==> src/vbc_pkg.sv <==
package vbc_pkg;

    // Register byte offsets on the APB port.
    localparam logic [7:0] VBC_ADDR_CTRL     = 8'h00;
    localparam logic [7:0] VBC_ADDR_BANK1    = 8'h04;
    localparam logic [7:0] VBC_ADDR_BANK2    = 8'h08;
    localparam logic [7:0] VBC_ADDR_READBACK = 8'h0C;
    localparam logic [7:0] VBC_ADDR_STATUS   = 8'h10;
    localparam logic [7:0] VBC_ADDR_MASK     = 8'h14;
    localparam logic [7:0] VBC_ADDR_SETTLE   = 8'h18;

    // Control register field positions.
    localparam int VBC_CTRL_RELOCK   = 0;
    localparam int VBC_CTRL_SW_MODE  = 1;
    localparam int VBC_CTRL_MIX_SEL  = 2;
    localparam int VBC_CTRL_FULLDUP  = 3;
    localparam int VBC_CTRL_LODIV_LO = 4;

    // Values after reset.
    localparam logic [2:0]  VBC_LO_DIV_RST = 3'h1;
    localparam logic [7:0]  VBC_SETTLE_RST = 8'h04;
    localparam logic [2:0]  VBC_MASK_RST   = 3'h0;
    localparam logic [15:0] VBC_BANK_RST   = 16'h0000;

    // Divider code k selects a ratio of two to the power k.
    localparam logic [2:0] VBC_LO_DIV_MIN = 3'h1;
    localparam logic [2:0] VBC_LO_DIV_MAX = 3'h5;

    // Band code limits, search start code and top bit index; the two extremes flag a failed search.
    localparam logic [6:0] VBC_BAND_MIN   = 7'h00;
    localparam logic [6:0] VBC_BAND_MAX   = 7'h7F;
    localparam logic [6:0] VBC_BAND_START = 7'h40;
    localparam logic [2:0] VBC_BAND_TOP   = 3'h6;

    typedef enum logic [1:0] {
        VBC_IDLE   = 2'b00,
        VBC_SELECT = 2'b01,
        VBC_SEARCH = 2'b10,
        VBC_LOCK   = 2'b11
    } vbc_state_type;

    typedef enum logic {
        VBC_S_IDLE = 1'b0,
        VBC_S_WAIT = 1'b1
    } vbc_search_state_type;

    typedef struct packed {
        logic       busy;
        logic       lock;
        logic       fail;
        logic [1:0] osc;
        logic [6:0] band;
    } vbc_readback_type;

    typedef struct packed {
        logic lock_gained;
        logic cal_fail;
        logic cal_done;
    } vbc_irq_type;

endpackage : vbc_pkg

==> src/vbc_top.sv <==
// Local design decisions: the register offsets and the APB register port.
`timescale 1ns/100ps

module vbc_top
    import vbc_pkg::*;
#(
    parameter logic [15:0] VCO_THRESH_LOW  = 16'h0100,
    parameter logic [15:0] VCO_THRESH_HIGH = 16'h0200
)
(
    input  wire logic        pclk,
    input  wire logic        presetn,
    input  wire logic        psel,
    input  wire logic        penable,
    input  wire logic        pwrite,
    input  wire logic [7:0]  paddr,
    input  wire logic [31:0] pwdata,
    output logic [31:0]      prdata,
    output logic             pready,
    output logic             pslverr,
    input  wire logic        chip_enable_in,
    input  wire logic        mixer_select_in,
    input  wire logic        vco_above_in,
    input  wire logic        lock_detect_in,
    input  wire logic        pd_ref_in,
    output logic             irq,
    output logic [1:0]       osc_select,
    output logic [6:0]       band_trim,
    output logic [15:0]      target_n,
    output logic [2:0]       lo_div_code,
    output logic             loop_enable,
    output logic             mixer1_en,
    output logic             mixer2_en
);

    typedef struct packed {
        logic [4:0]       s1;
        logic [4:0]       s2;
        logic [4:0]       s3;
        vbc_state_type    state;
        logic             sw_mode;
        logic             mix_sel_sw;
        logic             full_duplex_select;
        logic [2:0]       lo_div;
        logic [15:0]      synth_bank_first;
        logic [15:0]      synth_bank_second;
        logic [7:0]       settle;
        vbc_readback_type rb;
        vbc_irq_type      status;
        vbc_irq_type      mask;
        logic [31:0]      prdata;
        logic             pready;
        logic             pslverr;
        logic             irq;
        logic [1:0]       osc;
        logic [6:0]       band_trim;
        logic [15:0]      target_n;
        logic             loop_en;
        logic             mix1;
        logic             mix2;
    } vbc_top_reg_type;

    vbc_top_reg_type r;
    vbc_top_reg_type next_r;

    logic        en;
    logic        en_rise;
    logic        pd_tick;
    logic        mix_pin;
    logic        above;
    logic        lockd;
    logic        mixsel;
    logic [15:0] active_n;
    logic        setup;
    logic        access;
    logic        relock_req;
    logic        start;
    logic        search_start;
    logic [6:0]  search_trial;
    logic [6:0]  search_band;
    logic        search_done;
    vbc_irq_type events;

    function automatic logic vbc_addr_ok(input logic [7:0] a);
        return a == VBC_ADDR_CTRL || a == VBC_ADDR_BANK1
            || a == VBC_ADDR_BANK2 || a == VBC_ADDR_READBACK
            || a == VBC_ADDR_STATUS || a == VBC_ADDR_MASK
            || a == VBC_ADDR_SETTLE;
    endfunction : vbc_addr_ok

    function automatic logic [1:0] vbc_pick_osc(input logic [15:0] n);
        if (n < VCO_THRESH_LOW) begin
            return 2'h0;
        end else if (n < VCO_THRESH_HIGH) begin
            return 2'h1;
        end
        return 2'h2;
    endfunction : vbc_pick_osc

    function automatic logic vbc_band_bad(input logic [6:0] b);
        return b == VBC_BAND_MIN || b == VBC_BAND_MAX;
    endfunction : vbc_band_bad

    function automatic logic [2:0] vbc_clamp_div(input logic [2:0] d);
        if (d < VBC_LO_DIV_MIN) begin
            return VBC_LO_DIV_MIN;
        end else if (d > VBC_LO_DIV_MAX) begin
            return VBC_LO_DIV_MAX;
        end
        return d;
    endfunction : vbc_clamp_div

    vbc_band_search u_search (
        .pclk      (pclk),
        .presetn   (presetn),
        .start     (search_start),
        .step_tick (pd_tick),
        .settle    (r.settle),
        .above     (above),
        .trial     (search_trial),
        .band      (search_band),
        .done      (search_done)
    );

    always_comb begin
        next_r = r;
        // Pins pass three flops; only the second and third are read.
        next_r.s1 = {pd_ref_in, lock_detect_in, vco_above_in,
                     mixer_select_in, chip_enable_in};
        next_r.s2 = r.s1;
        next_r.s3 = r.s2;
        en       = r.s2[0];
        en_rise  = r.s2[0] & ~r.s3[0];
        mix_pin  = r.s2[1];
        above    = r.s2[2];
        lockd    = r.s2[3];
        pd_tick  = r.s2[4] & ~r.s3[4];
        mixsel   = r.sw_mode ? r.mix_sel_sw : mix_pin;
        active_n = mixsel ? r.synth_bank_second : r.synth_bank_first;

        // APB slave: answer in the first cycle of the access phase.
        setup      = psel & ~penable;
        access     = psel & penable & r.pready;
        relock_req = 1'b0;
        next_r.pready  = setup;
        next_r.pslverr = setup & ~vbc_addr_ok(paddr);
        next_r.prdata  = 32'h0000_0000;
        if (setup && !pwrite) begin
            unique case (paddr)
                VBC_ADDR_CTRL: next_r.prdata = 32'({r.lo_div,
                    r.full_duplex_select, r.mix_sel_sw, r.sw_mode, 1'b0});
                VBC_ADDR_BANK1:    next_r.prdata = 32'(r.synth_bank_first);
                VBC_ADDR_BANK2:    next_r.prdata = 32'(r.synth_bank_second);
                VBC_ADDR_READBACK: next_r.prdata = 32'(r.rb);
                VBC_ADDR_STATUS:   next_r.prdata = 32'(r.status);
                VBC_ADDR_MASK:     next_r.prdata = 32'(r.mask);
                VBC_ADDR_SETTLE:   next_r.prdata = 32'(r.settle);
                default:           next_r.prdata = 32'h0000_0000;
            endcase
        end
        if (access && pwrite) begin
            unique case (paddr)
                VBC_ADDR_CTRL: begin
                    relock_req = pwdata[VBC_CTRL_RELOCK];
                    next_r.sw_mode            = pwdata[VBC_CTRL_SW_MODE];
                    next_r.mix_sel_sw         = pwdata[VBC_CTRL_MIX_SEL];
                    next_r.full_duplex_select = pwdata[VBC_CTRL_FULLDUP];
                    next_r.lo_div = vbc_clamp_div(
                        pwdata[VBC_CTRL_LODIV_LO +: 3]);
                end
                VBC_ADDR_BANK1:  next_r.synth_bank_first  = pwdata[15:0];
                VBC_ADDR_BANK2:  next_r.synth_bank_second = pwdata[15:0];
                VBC_ADDR_MASK:   next_r.mask   = vbc_irq_type'(pwdata[2:0]);
                VBC_ADDR_SETTLE: next_r.settle = pwdata[7:0];
                default: ;
            endcase
        end

        // Calibration sequence.
        start        = en_rise | (relock_req & en);
        search_start = 1'b0;
        events       = '0;
        unique case (r.state)
            VBC_IDLE: ;
            VBC_SELECT: begin
                if (pd_tick) begin
                    next_r.state = VBC_SEARCH;
                    search_start = 1'b1;
                end
            end
            VBC_SEARCH: begin
                next_r.band_trim = search_trial;
                if (search_done) begin
                    next_r.state     = VBC_LOCK;
                    next_r.band_trim = search_band;
                    next_r.rb.band   = search_band;
                    next_r.rb.fail   = vbc_band_bad(search_band);
                    events.cal_done  = 1'b1;
                    events.cal_fail  = vbc_band_bad(search_band);
                end
            end
            VBC_LOCK: begin
                events.lock_gained = lockd & ~r.rb.lock;
            end
        endcase
        if (!en) begin
            next_r.state = VBC_IDLE;
        end else if (start) begin
            // Oscillator choice comes from the bank feeding this mixer.
            next_r.state    = VBC_SELECT;
            next_r.osc      = vbc_pick_osc(active_n);
            next_r.target_n = active_n;
            next_r.rb.osc   = vbc_pick_osc(active_n);
        end
        next_r.rb.busy = next_r.state == VBC_SELECT
                      || next_r.state == VBC_SEARCH;
        next_r.rb.lock = lockd && r.state == VBC_LOCK;
        next_r.loop_en = next_r.state == VBC_LOCK;

        // Full duplex overrides the selection and feeds both mixers.
        next_r.mix1 = en & (r.full_duplex_select | ~mixsel);
        next_r.mix2 = en & (r.full_duplex_select | mixsel);

        // Clear only bits that the read returned, so later events stay.
        if (access && !pwrite && paddr == VBC_ADDR_STATUS) begin
            next_r.status = r.status & ~vbc_irq_type'(r.prdata[2:0]);
        end
        next_r.status = next_r.status | events;
        next_r.irq    = |(next_r.status & next_r.mask);
    end

    always_ff @(posedge pclk or negedge presetn) begin
        if (!presetn) begin
            r                    <= '0;
            r.state              <= VBC_IDLE;
            r.lo_div             <= VBC_LO_DIV_RST;
            r.settle             <= VBC_SETTLE_RST;
            r.mask               <= VBC_MASK_RST;
            r.synth_bank_first   <= VBC_BANK_RST;
            r.synth_bank_second  <= VBC_BANK_RST;
        end else begin
            r <= next_r;
        end
    end

    assign prdata      = r.prdata;
    assign pready      = r.pready;
    assign pslverr     = r.pslverr;
    assign irq         = r.irq;
    assign osc_select  = r.osc;
    assign band_trim   = r.band_trim;
    assign target_n    = r.target_n;
    assign lo_div_code = r.lo_div;
    assign loop_enable = r.loop_en;
    assign mixer1_en   = r.mix1;
    assign mixer2_en   = r.mix2;

    property p_enable_start;
        @(posedge pclk) disable iff (!presetn)
        en_rise |=> r.state == VBC_SELECT && r.rb.busy;
    endproperty
    a_enable_start: assert property (p_enable_start)
        else $error("enable edge did not start calibration");

    property p_relock;
        @(posedge pclk) disable iff (!presetn)
        (access && pwrite && paddr == VBC_ADDR_CTRL && pwdata[0] && en)
            |=> r.state == VBC_SELECT && r.rb.busy && !r.loop_en;
    endproperty
    a_relock: assert property (p_relock)
        else $error("re-lock write did not restart calibration");

    property p_pd_step;
        @(posedge pclk) disable iff (!presetn)
        (r.state == VBC_SELECT && en && !start && !pd_tick)
            |=> r.state == VBC_SELECT;
    endproperty
    a_pd_step: assert property (p_pd_step)
        else $error("calibration moved without a reference tick");

    property p_loop;
        @(posedge pclk) disable iff (!presetn)
        (r.state != VBC_LOCK) |-> ##1 (r.state == VBC_LOCK) == loop_enable;
    endproperty
    a_loop: assert property (p_loop)
        else $error("loop enabled outside the lock phase");

    property p_fail;
        @(posedge pclk) disable iff (!presetn)
        (r.state == VBC_SEARCH && search_done && en && !start
            && vbc_band_bad(search_band))
            |=> r.rb.fail && r.status.cal_fail && r.state == VBC_LOCK;
    endproperty
    a_fail: assert property (p_fail)
        else $error("extreme band code not flagged");

    property p_pass;
        @(posedge pclk) disable iff (!presetn)
        (r.state == VBC_SEARCH && search_done
            && !vbc_band_bad(search_band)) |=> !r.rb.fail;
    endproperty
    a_pass: assert property (p_pass)
        else $error("good band code flagged as failure");

    property p_band_read;
        @(posedge pclk) disable iff (!presetn)
        (r.state == VBC_SEARCH && search_done)
            |=> r.rb.band == $past(search_band);
    endproperty
    a_band_read: assert property (p_band_read)
        else $error("band code not stored for readback");

    property p_hold;
        @(posedge pclk) disable iff (!presetn)
        (r.state != VBC_SEARCH) |=> $stable(r.rb.band) && $stable(r.rb.fail);
    endproperty
    a_hold: assert property (p_hold)
        else $error("readback changed outside a completed search");

    property p_duplex;
        @(posedge pclk) disable iff (!presetn)
        (en && r.full_duplex_select) |=> mixer1_en && mixer2_en;
    endproperty
    a_duplex: assert property (p_duplex)
        else $error("full duplex did not enable both mixers");

    property p_mix_pin;
        @(posedge pclk) disable iff (!presetn)
        (en && !r.full_duplex_select && !r.sw_mode)
            |=> mixer2_en == $past(mix_pin) && mixer1_en != mixer2_en;
    endproperty
    a_mix_pin: assert property (p_mix_pin)
        else $error("mixer routing does not follow the select pin");

    property p_lock_read;
        @(posedge pclk) disable iff (!presetn)
        (r.state != VBC_LOCK) |=> !r.rb.lock;
    endproperty
    a_lock_read: assert property (p_lock_read)
        else $error("lock shown before calibration finished");

endmodule : vbc_top

==> src/vbc_band_search.sv <==
`timescale 1ns/100ps

module vbc_band_search
    import vbc_pkg::*;
(
    input  wire logic       pclk,
    input  wire logic       presetn,
    input  wire logic       start,
    input  wire logic       step_tick,
    input  wire logic [7:0] settle,
    input  wire logic       above,
    output logic [6:0]      trial,
    output logic [6:0]      band,
    output logic            done
);

    typedef struct packed {
        vbc_search_state_type st;
        logic [2:0]           idx;
        logic [6:0]           code;
        logic [7:0]           cnt;
        logic [6:0]           band;
        logic                 done;
    } vbc_search_reg_type;

    vbc_search_reg_type r;
    vbc_search_reg_type next_r;
    logic [6:0]         kept;

    function automatic logic [6:0] vbc_bit(input logic [2:0] i);
        return 7'(7'h01 << i);
    endfunction : vbc_bit

    always_comb begin
        next_r = r;
        next_r.done = 1'b0;
        kept = r.code;
        // A fast oscillator keeps the trial element switched in.
        if (!above) begin
            kept = r.code & ~vbc_bit(r.idx);
        end
        if (start) begin
            next_r.st   = VBC_S_WAIT;
            next_r.idx  = VBC_BAND_TOP;
            next_r.code = VBC_BAND_START;
            next_r.cnt  = settle;
        end else if (r.st == VBC_S_WAIT && step_tick) begin
            if (r.cnt <= 8'h01) begin
                if (r.idx == 3'h0) begin
                    next_r.band = kept;
                    next_r.code = kept;
                    next_r.done = 1'b1;
                    next_r.st   = VBC_S_IDLE;
                end else begin
                    next_r.idx  = r.idx - 3'h1;
                    next_r.code = kept | vbc_bit(r.idx - 3'h1);
                    next_r.cnt  = settle;
                end
            end else begin
                next_r.cnt = r.cnt - 8'h01;
            end
        end
    end

    always_ff @(posedge pclk or negedge presetn) begin
        if (!presetn) begin
            r <= '{VBC_S_IDLE, 3'h0, VBC_BAND_MIN, 8'h00, VBC_BAND_MIN, 1'b0};
        end else begin
            r <= next_r;
        end
    end

    assign trial = r.code;
    assign band  = r.band;
    assign done  = r.done;

    property p_step;
        @(posedge pclk) disable iff (!presetn)
        (!start && r.st == VBC_S_WAIT && step_tick && r.cnt <= 8'h01
            && r.idx != 3'h0) |=> r.code[r.idx] == 1'b1;
    endproperty
    a_step: assert property (p_step)
        else $error("next tuning element not switched in");

endmodule : vbc_band_search

==> config.mk <==
export PLATFORM = sky130hd
export DESIGN_NAME = vbc_top
export DESIGN_NICKNAME = d
export VERILOG_FILES = /design/src/vbc_pkg.sv /design/src/vbc_top.sv /design/src/vbc_band_search.sv
export SDC_FILE = /design/constraint.sdc
export NUM_CORES = 1
export LEC_CHECK = 0
export BUFFER_PORTS_ARGS = -buffer_cell sky130_fd_sc_hd__clkbuf_2
export CAP_MARGIN = 20
export CORE_ASPECT_RATIO = 0.9
export CORE_MARGIN = 5
export CORE_UTILIZATION = 35
export CTS_CLUSTER_SIZE = 40
export DETAILED_ROUTE_END_ITERATION = 10
export PLACE_DENSITY = 0.58
export SETUP_SLACK_MARGIN = 0.1
export SLEW_MARGIN = 20
export SYNTH_ARGS = -nofsm -noshare
export SYNTH_HDL_FRONTEND = slang
export SYNTH_HIERARCHICAL = 1
export SYNTH_SLANG_ARGS = --single-unit
export TNS_END_PERCENT = 100
==> constraint.sdc <==
create_clock -name pclk -period 2.9 [get_ports pclk]
set_input_delay 0 -clock pclk [delete_from_list [all_inputs] [get_ports pclk]]
set_output_delay 0 -clock pclk [all_outputs]
set_load 0.005 [all_outputs]
Word level (Yosys, flattened, before mapping). Cells that the tools add are included.

Word-level logic and storage cells: 167. Bits of input ports: 50. Flip-flop bits (word level): 169. Output and inout bits: 66.

Shift operators: 2. $add $sub $neg: 2. Reductions and logical operators: 33. Magnitude comparators: 5. Muxes and demuxes: 46. Bitwise logic cells: 27. Equal/unequal tests: 15.

Operators with widths (count): $pmux 16 s7 (1); $mux 32 (1); $mux 8 (4); $mux 27 (1); $eq 8x5->1 const B (3); $mux 3 (7); $mux 7 (3); $mux 19 (1); $mux 2 (9); $eq 8x4->1 const B (2); $lt 16x10->1 const B (1); $lt 16x9->1 const B (1); $mux 1 (16); $mux 16 (1); $reduce_and 2->1 (8); $shl 1x3->7 const A (2); $mux 11 (1); $and 1x1->1 (10); $eq 2x2->1 const B (4); $eq 8x3->1 const B (1); $le 8x1->1 const B (1); $logic_not 8->1 (1); $logic_or 1x1->1 (8); $sub 8x1->8 const B (1); other kinds (24) (42).

Longest topological paths before layout. Gate-level depths: netlist of run 1.

Word-level depth: 10. Depth in mapped cells: 10. Depth with buffers taken out: 8.

Cells and area by module. Netlist of run 1, hierarchy kept.

By module, submodules not included: vbc_top (seq. area each 3080.5 um2, area each 5679.2 um2, cells each 476, times used 1); vbc_band_search (seq. area each 675.6 um2, area each 1749.2 um2, cells each 202, times used 1).

Worst setup path before layout of run 1. OpenSTA, ideal clock, no wires.

Path kind: reg2reg. From: register r[127] in the netlist's numbering. To: register r[80] in the netlist's numbering. Clock period less this slack: 1877 ps. Buffers on the path: 2. Path slack: 1023 ps. Cell stages (with the launch flop): 10. Arrival: 1751 ps. Required time: 2774 ps. Library setup time: 126 ps. Cells stage by stage: dfrtp_1 -> inv_1 -> ha_1 -> clkbuf_1 -> nand2_1 -> clkbuf_1 -> o21ai_0 -> o311ai_0 -> nand2_1 -> ha_1.

RTL lines: start, declared (RTL line vbc_top.sv:63) `vbc_top_reg_type r;`; start signal, assigned (RTL line vbc_top.sv:242) `r <= next_r;`.

Worst setup path after layout of run 1.
From: register u_search/r[8] in the netlist's numbering. To: register u_search/r[10] in the netlist's numbering.

Word-level cells in the longest chain between the ends: 4. Elaborated cells between the ends (all ways): 7. Those cells by class: add/sub (1); order compare (1); eq/ne (1); mux (3); reduce/logical (1).

RTL lines: start, declared (RTL line vbc_band_search.sv:26) `vbc_search_reg_type r;`; start signal, assigned (RTL line vbc_band_search.sv:67) `r <= '{VBC_S_IDLE, 3'h0, VBC_BAND_MIN, 8'h00, VBC_BAND_MIN, 1'b0};`; start signal, assigned (RTL line vbc_band_search.sv:69) `r <= next_r;`; $sub 8x1->8 / $le 8x1->1 (equally long branches) (RTL line vbc_band_search.sv:60, vbc_band_search.sv:48); $mux 8 (RTL line vbc_band_search.sv:48) `if (r.cnt <= 8'h01) begin`; $mux 27 (RTL line vbc_band_search.sv:47) `end else if (r.st == VBC_S_WAIT && step_tick) begin`; $mux 19 (RTL line vbc_band_search.sv:42) `if (start) begin`.

Parallel ways exist; a longest one is shown, timed or not. The select of a mux whose other input is x is not followed. A chain may end at the register's enable or synchronous reset.

==> results.cfg, run 1 <==
[run_status]
status = finished, final reports clean

[yosys]
ys_ff_latch = 150
synth_top_family_by_area = multiplexers
ys_async_sr_fraction_pct = 100
synth_xor_area_share_pct = 0.118
syn_inst = 678
synth_edf_count = 0
synthSimpleGateAreaFrac_pct = 12.3
synth_compound_area_share_pct = 12.4
yosys.area.top_type = dfrtp_1
synthMuxAreaShare_pct = 12.9
synth_area_per_cell_sq_um = 11.0
synthFlopType = dfrtp_1
synth_top_area_share_pct = 49.9
ys_types = 68
syn_area_sq_um = 7430
synth_area_leaders = dfrtp_1, buf_4, mux2_1
synth_adder_area_share_pct = 2.02
yosysWarnings = 6
ys_seq_area_share_pct = 50.6

[die]
dieArea_sq_um = 24200
coreArea_sq_um = 20800
std_cell_rows = 50
die_y_um = 148
num_io_pins = 116
die_w_um = 164
initial_core_util_pct = 35.7

[detailed_routing]
routedWlPerCell_um = 16.9
routed_wl_mm = 17.5
via_count = 5075
viasPerCell = 4.91
detail-route-antenna-nets = 0
dr.pass1.iters = 4
drcViolationCount = 0
drt_iter0_drc = 395

[clock_tree]
htree_levels = 4
worstSkewPairLatency_ns = 0.42
clock_sinks = 150
cts_tree = done
cts_resized = 0
clk_pin_slew_worst_paths_ns = 0.07
cts_max_path_buffers = 2
cts_buffers = 17
clockRootBuffer = clkbuf_16

[timing]
slew_viol_final = 0
period_needed_ns = 2.49
max_freq_ghz = 0.402
post-route-period-util_pct = 85.7
rsz0062_at_grt = false
fin_hold_ws_ns = 0.0252
worst_pin_slew_ns = 0.816
finClkSkew_ns = 0.00839
setup-tns-final_ns = 0
hold_viol = 0
relSlewSlack_pct = 44.4
setup_viol = 0

[global_routing]
grt_start_max_net_pins = 87
grt_pass1_vias = 4912
antenna_found_initial = 0
gr-total-overflow = 0
grt_pass1_wl_mm = 27.8
grtUsageTotal_pct = 14.8

[setup_path]
critical_path_buf_inv_count = 1
critical_path_class = reg2reg
setup.worst_path.end_class = register
cpPeakStageDelay_ns = 0.54
reg2reg_from = u_search/r[8]
critPathArrivalTime_ns = 2.79
worstPathCellList = inv_1 > ha_1 > nor2_1 > nor3_4 > a21oi_2 > o21ai_0 > a221o_1
critPathMaxFanout = 14
cp-startpoint = u_search/r[8]
required_ns = 3.21
start_kind = register
slowest_stage = a21oi_2
path_delay_family = compound AO/OA/AOI/OAI gates

[placed_design]
dpl_cell_area_sq_um = 7700
port_buffers = 83
dp.cells = 975
place_hpwl_mm = 12.6
gp_congestion = 0.827

[pwr]
finalPower_uw = 5200
leakage_uw = 0.00402
ir_drop_v = 0.000414
p_per_area_nw_per_um2 = 610

[finish]
nNetsFinal = 796
fillers = 2025
syn2layout_area_growth_pct = 14.7
layout-drive-gt1-share_pct = 22.1
final_common_cell = dfrtp_1
final_cell_mix = dfrtp_1, clkbuf_2, nand2_1
final_area_sq_um = 8520
diodes = 0
instances_no_fill = 1033

[hold_path]
holdCritStartpoint = pwrite
hp-class = in2reg

[run]
cap_violations = 0
-- worst register-to-register path: cells and delay by family, from the launching register on --
kind	cells	cell delay, ns
flops	1	0.42
fa+ha+maj	1	0.30
simple gates	2	0.53
buf+inv	1	0.08
compound gates	3	1.04
-- routing by layer --
layer / part of all wire, % / wire (um) / global-route usage (%) / up-vias
met5: 0 / 0 / 0 / -
met4: 1.2 / 210 / 4.19 / 0
met3: 5.4 / 949 / 4.02 / 16
met2: 45 / 7890 / 21.4 / 139
met1: 48 / 8420 / 21.7 / 2481
li1: - / - / - / 2439
-- cell type report --
| cell class | count | area [sq um] | share of cell area [%] |
|---|---|---|---|
| clock inverters | 10 | 97.6 | 1.15 |
| inverters | 11 | 41.3 | 0.485 |
| flip-flops and latches | 150 | 3760 | 44.1 |
| well taps | 286 | 358 | 4.20 |
| repair buffers | 122 | 779 | 9.15 |
| multi-input cells | 432 | 3020 | 35.5 |
| clock buffers | 22 | 464 | 5.45 |
-- power breakdown --
| group | total, uW | internal [uW] | switching, uW |
|---|---|---|---|
| registers | 2340 | 2220 | 120 |
| logic | 756 | 305 | 452 |
| clock network | 2100 | 1230 | 869 |
-- repair_timing --
| action | CTS | global route |
|---|---|---|
| hold buffers | 26 | 0 |
| buffers inserted | 0 | 0 |
| hold endpoints to repair | 137 | 0 |
-- state kept, by name, summed over array words and instances, names as in the netlist, 2 cells and up --
name	count
lo_div_code	3
u_search/band	7
band_trim	7
prdata	16
u_search/trial	7
next_r	6
u_search/r	12
r	63
target_n	16
osc_select	2
-- metrics by stage --
| step | utilization, % | setup WS [ns] |
|---|---|---|
| final | 40.9 | 0.415 |
| after detailed placement | 36.9 | 0.438 |
| after CTS | 40.9 | 0.440 |
| after floorplan | - | 1.02 |
| after global routing | 40.9 | 0.174 |
| after global placement | 36.9 | 0.510 |
-- kinds of logic after synthesis --
group | after synthesis
adders and majority gates | 12
xor gates and xnor gates | 1
and+or+nand+nor | 180
DFF | 150
AOI/OAI and AO/OA | 135
other | 1
muxes | 88
buffers and inverters | 111
-- synthesized netlist by cell type (3+ instances only) --
cell / number
dfrtp_1: 148
buf_4: 75
nand2_1: 67
mux2_1: 47
nor2_1: 46
mux2i_1: 25
a22oi_1: 20
o21ai_0: 19
o21ai_1: 19
a21oi_1: 17
mux2_2: 16
ha_1: 12
inv_1: 11
buf_2: 10
clkbuf_1: 10
nor3_1: 10
a31oi_1: 9
nand2b_1: 8
a22o_1: 7
nor2b_1: 6
a221oi_1: 5
a21o_1: 4
a41oi_1: 4
and2_1: 4
and3_1: 4
buf_1: 4
nand2_2: 4
nand4_1: 4
nor4_1: 4
a211o_1: 3
a21oi_2: 3
o21ai_2: 3
-- final timing paths --
check                           slack, ns  cells past startpoint              to
worst max register to register       0.41                      7  u_search/r[10]
worst min register to register       0.35                      0           above
worst min-delay path                 0.03                      3       prdata[8]
max in group asynchronous            1.79                      3           r[66]
min in group asynchronous            0.21                      2       prdata[5]
worst max-delay path                 0.41                      7  u_search/r[10]
Note: power is estimated with default switching activity, not from simulation.
==> inputs of run 2 (changes only) <==
- ABC_AREA: unset -> 1
- CORE_ASPECT_RATIO: 0.9 -> 2
- PLACE_DENSITY: 0.58 -> 0.57
==> run 2 against run 1 <==
  * Total power increased by 7.0%
  * Critical path type unchanged
  * Clock-buffer cell count down 4
  * Flip-flop and latch count stayed put
  * First-iteration DRC count decreased by 21%
  * Highest routed layer unchanged
  * Register-to-register slack better by 0.38 ns
  * Sequential share of layout area is 2.4 points lower
  * Combinational power rose by 14%
  * Setup slack better by 0.38 ns
  * Largest power group is now the clock network
==> results.cfg, run 2 <==
[run_status]
status = finished, final reports clean

[clock_tree]
htree_levels = 4
clockRootBuffer = clkbuf_16
clk_pin_slew_worst_paths_ns = 0.07
cts_max_path_buffers = 2
postCtsHoldBufs = 26
cts_resized = 0
cts_buffers = 17
worstSkewPairLatency_ns = 0.44
cts_setup_buffers = 0
clock_sinks = 150
cts_tree = done

[finish]
final_cell_mix = nand2_1, dfrtp_1, inv_1
largest_register_ffs = 63
layout-drive-gt1-share_pct = 19.0
fillers = 2293
regMostFlops = r
nNetsFinal = 1079
final_area_sq_um = 9000
diodes = 0
final_common_cell = nand2_1
instances_no_fill = 1306
syn2layout_area_growth_pct = 14.7

[die]
initial_core_util_pct = 35.4
dieArea_sq_um = 25700
die_y_um = 222
std_cell_rows = 77
coreArea_sq_um = 22200
die_w_um = 116
num_io_pins = 116

[global_routing]
grt_pass1_vias = 6198
grt_pass1_wl_mm = 32.4
grtUsageTotal_pct = 16.6
gr-total-overflow = 0
grt_start_max_net_pins = 80
antenna_found_initial = 0

[timing]
rsz0062_at_grt = false
period_needed_ns = 2.11
relSlewSlack_pct = 48.7
finClkSkew_ns = 0.0108
worst_pin_slew_ns = 0.770
hold_viol = 0
slew_viol_final = 0
post-route-period-util_pct = 72.7
max_freq_ghz = 0.474
setup_viol = 0
setup-tns-final_ns = 0

[setup_path]
cp_common_cell = nand3_1
cpPeakStageDelay_ns = 0.55
critPathArrivalTime_ns = 2.49
slowest_stage = dlygate4sd3_1
start_kind = register
critical_path_class = reg2reg
worstPathCellList = nand3_1 > nor2_4 > buf_4 > nand2_2 > a21oi_1 > o21ai_0 > nand3_1 > dlygate4sd3_1
required_ns = 3.28
setup.worst_path.end_class = register
critPathMaxFanout = 10

[detailed_routing]
routedWlPerCell_um = 15.8
dr.pass1.iters = 4
routed_wl_mm = 20.6
viasPerCell = 4.66
drt_iter0_drc = 313
drcViolationCount = 0
via_count = 6081
detail-route-antenna-nets = 0

[pwr]
internal-power_uw = 3960
power.share.clock_pct = 43.0
ir_drop_v = 0.000341
switching_power_uw = 1600
power.share.sequential_pct = 41.5
switching_share_pct = 28.8
leakage_uw = 0.00459
p_per_area_nw_per_um2 = 618
comb_power_share_pct = 15.5

[yosys]
ys_seq_area_share_pct = 47.8
syn_inst = 953
synth_edf_count = 0
yosysWarnings = 6
synthFlopType = dfrtp_1
synthMostInstantiatedCell = nand2_1
synthTopCellsByCount = nand2_1, dfrtp_1, inv_1
synth_area_per_cell_sq_um = 8.24
ys_types = 39
synth_top_area_share_pct = 47.2
synth_area_leaders = dfrtp_1, nand2_1, buf_4
ys_ff_latch = 150
yosys.area.top_type = dfrtp_1
syn_area_sq_um = 7850
ys_async_sr_fraction_pct = 100

[hold_path]
hp-class = in2reg

[placed_design]
port_buffers = 83
dp.cells = 1248
gp_congestion = 0.940
place_hpwl_mm = 15.8
dpl_cell_area_sq_um = 8100

[run]
cap_violations = 0
==> run 2: changes by cell type after synthesis, moves of 19 or more <==
| cell | delta |
|---|---|
| nor2_1 | +19 |
| mux2_1 | -47 |
| nand3_1 | +52 |
| mux2i_1 | -25 |
| inv_1 | +92 |
| o21ai_0 | +37 |
| a22oi_1 | -20 |
| nand2_1 | +214 |
==> run 2: per-stage QoR <==
stage	hold WS, ns	setup WS, ns	utilization [%]	total power (uW)
4_1_cts	0.0570	0.781	40.6	5620
6_report	0.0674	0.791	40.6	5560
2_1_floorplan	-0.296	1.15	-	2950
5_1_grt	0.118	0.640	40.6	5810
3_5_place_dp	0.0733	1.03	36.6	3180
3_3_place_gp	0.0758	1.04	36.6	3160
==> run 2: cell type report <==
cell class / instances / area [sq um] / share of cell area, %
clock buffer: 18 / 439 / 4.88
timing repair buffer: 121 / 772 / 8.58
clock inverter: 14 / 201 / 2.24
tap: 276 / 345 / 3.84
inverter: 109 / 412 / 4.57
sequential: 150 / 3760 / 41.7
multi-input combinational: 618 / 3080 / 34.2
==> run 2: power by group through the flow <==
stage / Sequential [uW] / Clock (uW) / Combinational, uW
3_5_place_dp: 2340 / 0 / 837
5_1_grt: 2320 / 2520 / 972
3_3_place_gp: 2340 / 0 / 821
2_1_floorplan: 2320 / 0 / 638
6_report: 2310 / 2390 / 862
4_1_cts: 2310 / 2440 / 867
==> run 2: path summary, 6_finish.rpt <==
check	to	slack, ns	cells after the start	from
worst max-delay path	lo_div_code[0]	0.79	8	pready
worst min register to register	en	0.34	0	next_r[134]
worst max register to register	lo_div_code[0]	0.79	8	pready
worst min-delay path	r[68]	0.07	6	paddr[4]
min in group asynchronous	next_r[133]	0.14	2	presetn
max in group asynchronous	r[67]	1.87	3	presetn
==> run 2: routing by layer <==
metal,share of wire [%],track usage [%]
met1,33,15.2
met3,3.5,3.52
met4,5.8,9.93
met5,0,0
met2,57,31.8
==> run 2: cells by family (layout without fill, tap and decap cells) <==
kind of cell	after synthesis	after routing	synth area share, %
simple gates	456	456	26.6
buf+inv	200	262	13.7
flops	150	150	47.8
compound gates	134	134	9.93
fa+ha+maj	12	12	1.91
other cells	1	16	0.0478
==> run 2: worst max-delay path, delay by kind of cell, from the launching register on <==
family	cells	cell delay, ns
compound gates	2	0.32
buf+inv	2	0.78
simple gates	4	0.60
flops	1	0.34
==> inputs of run 3 (changes only) <==
- ABC_AREA: 1 -> 0
- PLACE_DENSITY: 0.57 -> 0.58
- clock period: 2.9 -> 2.03 ns (I/O delays scaled with it)
==> run 3 against run 2 <==
  * Combinational power rose by 61%
  * Die area fell by 5.0%
  * Core utilization rose by 2.4 points
  * Clock skew fell by 0.0038 ns
  * Register-to-register slack got worse by 0.68 ns
  * Flip-flop and latch count did not move
  * Sequential power rose by 45%
  * Sequential share of layout area rose by 0.054 points
  * Highest routed layer unchanged
==> results.cfg, run 3 (synthesis gave the netlist of run 1 again) <==
[finish]
nNetsFinal = 844
final_area_sq_um = 8990
final_cell_mix = dfrtp_1, clkbuf_2, nand2_1
diodes = 0
fillers = 1998
fin_util_pct = 43.0
regMostFlops = r
multi_input_area_sq_um = 3100
layout-drive-gt1-share_pct = 28.6
final-seq-area_sq_um = 3760
syn2layout_area_growth_pct = 21.1
final_common_cell = dfrtp_1
largest_register_ffs = 63

[run]
cap_violations = 0

[detailed_routing]
routedWlPerCell_um = 18.4
drt_iter0_drc = 236
detail-route-antenna-nets = 0
routed_wl_mm = 19.6
drcViolationCount = 0
viasPerCell = 5.04
via_count = 5359
dr.pass1.iters = 4

[timing]
max_freq_ghz = 0.521
worst_pin_slew_ns = 0.568
worst_slack_ns = 0.109
finClkSkew_ns = 0.00703
post-route-period-util_pct = 94.6
rsz0062_at_grt = true
fin_hold_ws_ns = 0.0802
period_needed_ns = 1.92
setup-tns-final_ns = 0
hold_viol = 0
slew_viol_final = 0
setup_viol = 0
relSlewSlack_pct = 62.2

[setup_path]
r2r_slack_ns = 0.11
critPathMaxFanout = 5
critical_path_class = reg2reg
start_kind = register
r2r_end = u_search/r[10]
critPathArrivalTime_ns = 2.23
required_ns = 2.34
reg2reg_depth = 6
reg2reg_from = u_search/r[14]
setup.worst_path.end_class = register

[placed_design]
dpl_cell_area_sq_um = 7990
place_hpwl_mm = 15.0
post-place-ws_ns = 0.0949
port_buffers = 83
gp_congestion = 0.808

[pwr]
ir_drop_v = 0.000505
leakage_uw = 0.00430
switching_power_uw = 2140
power.share.clock_pct = 38.7
switching_share_pct = 27.8
comb_power_share_pct = 18.0
p_per_area_nw_per_um2 = 857
internal-power_uw = 5570
power.share.sequential_pct = 43.3

[run_status]
status = finished, final reports clean

[clock_tree]
htree_levels = 4
worstSkewPairLatency_ns = 0.42
cts_tree = done
clock_sinks = 150
cts_max_path_buffers = 2
cts_buffers = 17
clockRootBuffer = clkbuf_16
clk_pin_slew_worst_paths_ns = 0.06

[hold_path]
hp-class = in2async

[global_routing]
grt_start_max_net_pins = 53
antenna_found_initial = 0
grtUsageTotal_pct = 16.3
grt_pass1_wl_mm = 30.5
grt_pass1_vias = 5597
gr-total-overflow = 0

[die]
coreArea_sq_um = 20900
dieArea_sq_um = 24400
die_w_um = 113
initial_core_util_pct = 35.5
std_cell_rows = 75
die_y_um = 216
num_io_pins = 116
==> run 3: cell count changes in the layout (fill, tap and decap cells not counted), moves of 9 or more <==
cell / before / now
nand2_1: 281 / 64
inv_1: 103 / 8
nand3_1: 54 / 2
mux2_1: 0 / 47
buf_4: 12 / 54
o21ai_0: 56 / 14
mux2i_1: 0 / 24
a22oi_1: 0 / 20
nor2_1: 65 / 45
mux2_2: 0 / 16
o21ai_2: 16 / 4
a21oi_1: 27 / 17
o21ai_1: 13 / 23
nor2_4: 11 / 2
==> run 3: how the worst max path moves through the flow <==
stage                   startpoint               end  slack, ns  cells after the start
floorplan                   r[127]             r[80]       0.15                      9
global placement          paddr[1]               irq       0.10                      7
detailed placement  u_search/r[11]  u_search/band[2]       0.09                      7
CTS                  u_search/r[8]  u_search/band[2]       0.11                     10
global route        u_search/r[14]    u_search/r[10]       0.03                      6
finish              u_search/r[14]    u_search/r[10]       0.11                      6
==> run 3: area by class of cell <==
| class | count | share of cell area, % |
|---|---|---|
| clock buffer | 23 | 5.31 |
| timing repair buffer | 170 | 13.4 |
| sequential | 150 | 41.8 |
| multi-input combinational | 432 | 34.5 |
| inverter | 11 | 0.459 |
| clock inverter | 9 | 0.849 |
| tap | 269 | 3.74 |
==> run 3: what timing repair did <==
item | in CTS | in global routing
setup buffers | 0 | 8
gates cloned | 0 | 2
hold endpoints to repair | 166 | 0
resized for setup | 1 | 29
hold buffers | 28 | 0
setup endpoints to repair | 5 | 21
pin swaps | 0 | 5
==> run 3: critical path: stages, from the launching register on <==
cell	delay, ns
dfrtp_1	0.40
or3_4	0.44
nor3_4	0.30
buf_4	0.16
or2b_1	0.15
o21ai_1	0.08
a221o_1	0.30
==> run 3: layer usage <==
layer  up-vias  wire length [um]  GRT usage, %
met5         -                 0             0
met4         0               805          8.06
met3        36               584          3.00
met2       111             11600          32.8
met1      2695              6570          15.0
li1       2517                 -             -
==> run 3: per-stage QoR <==
stage	cells	power [uW]
after CTS	1055	7640
final	1064	7710
after global routing	1064	8070
after detailed placement	995	4610
after global placement	995	4590
after floorplan	693	4200
==> run 3: power by group through the flow <==
stage	clock network [uW]	logic, uW	registers (uW)
2_1_floorplan	0	860	3340
3_3_place_gp	0	1210	3380
3_5_place_dp	0	1230	3380
4_1_cts	3040	1280	3330
5_1_grt	3170	1530	3360
6_report	2980	1390	3340
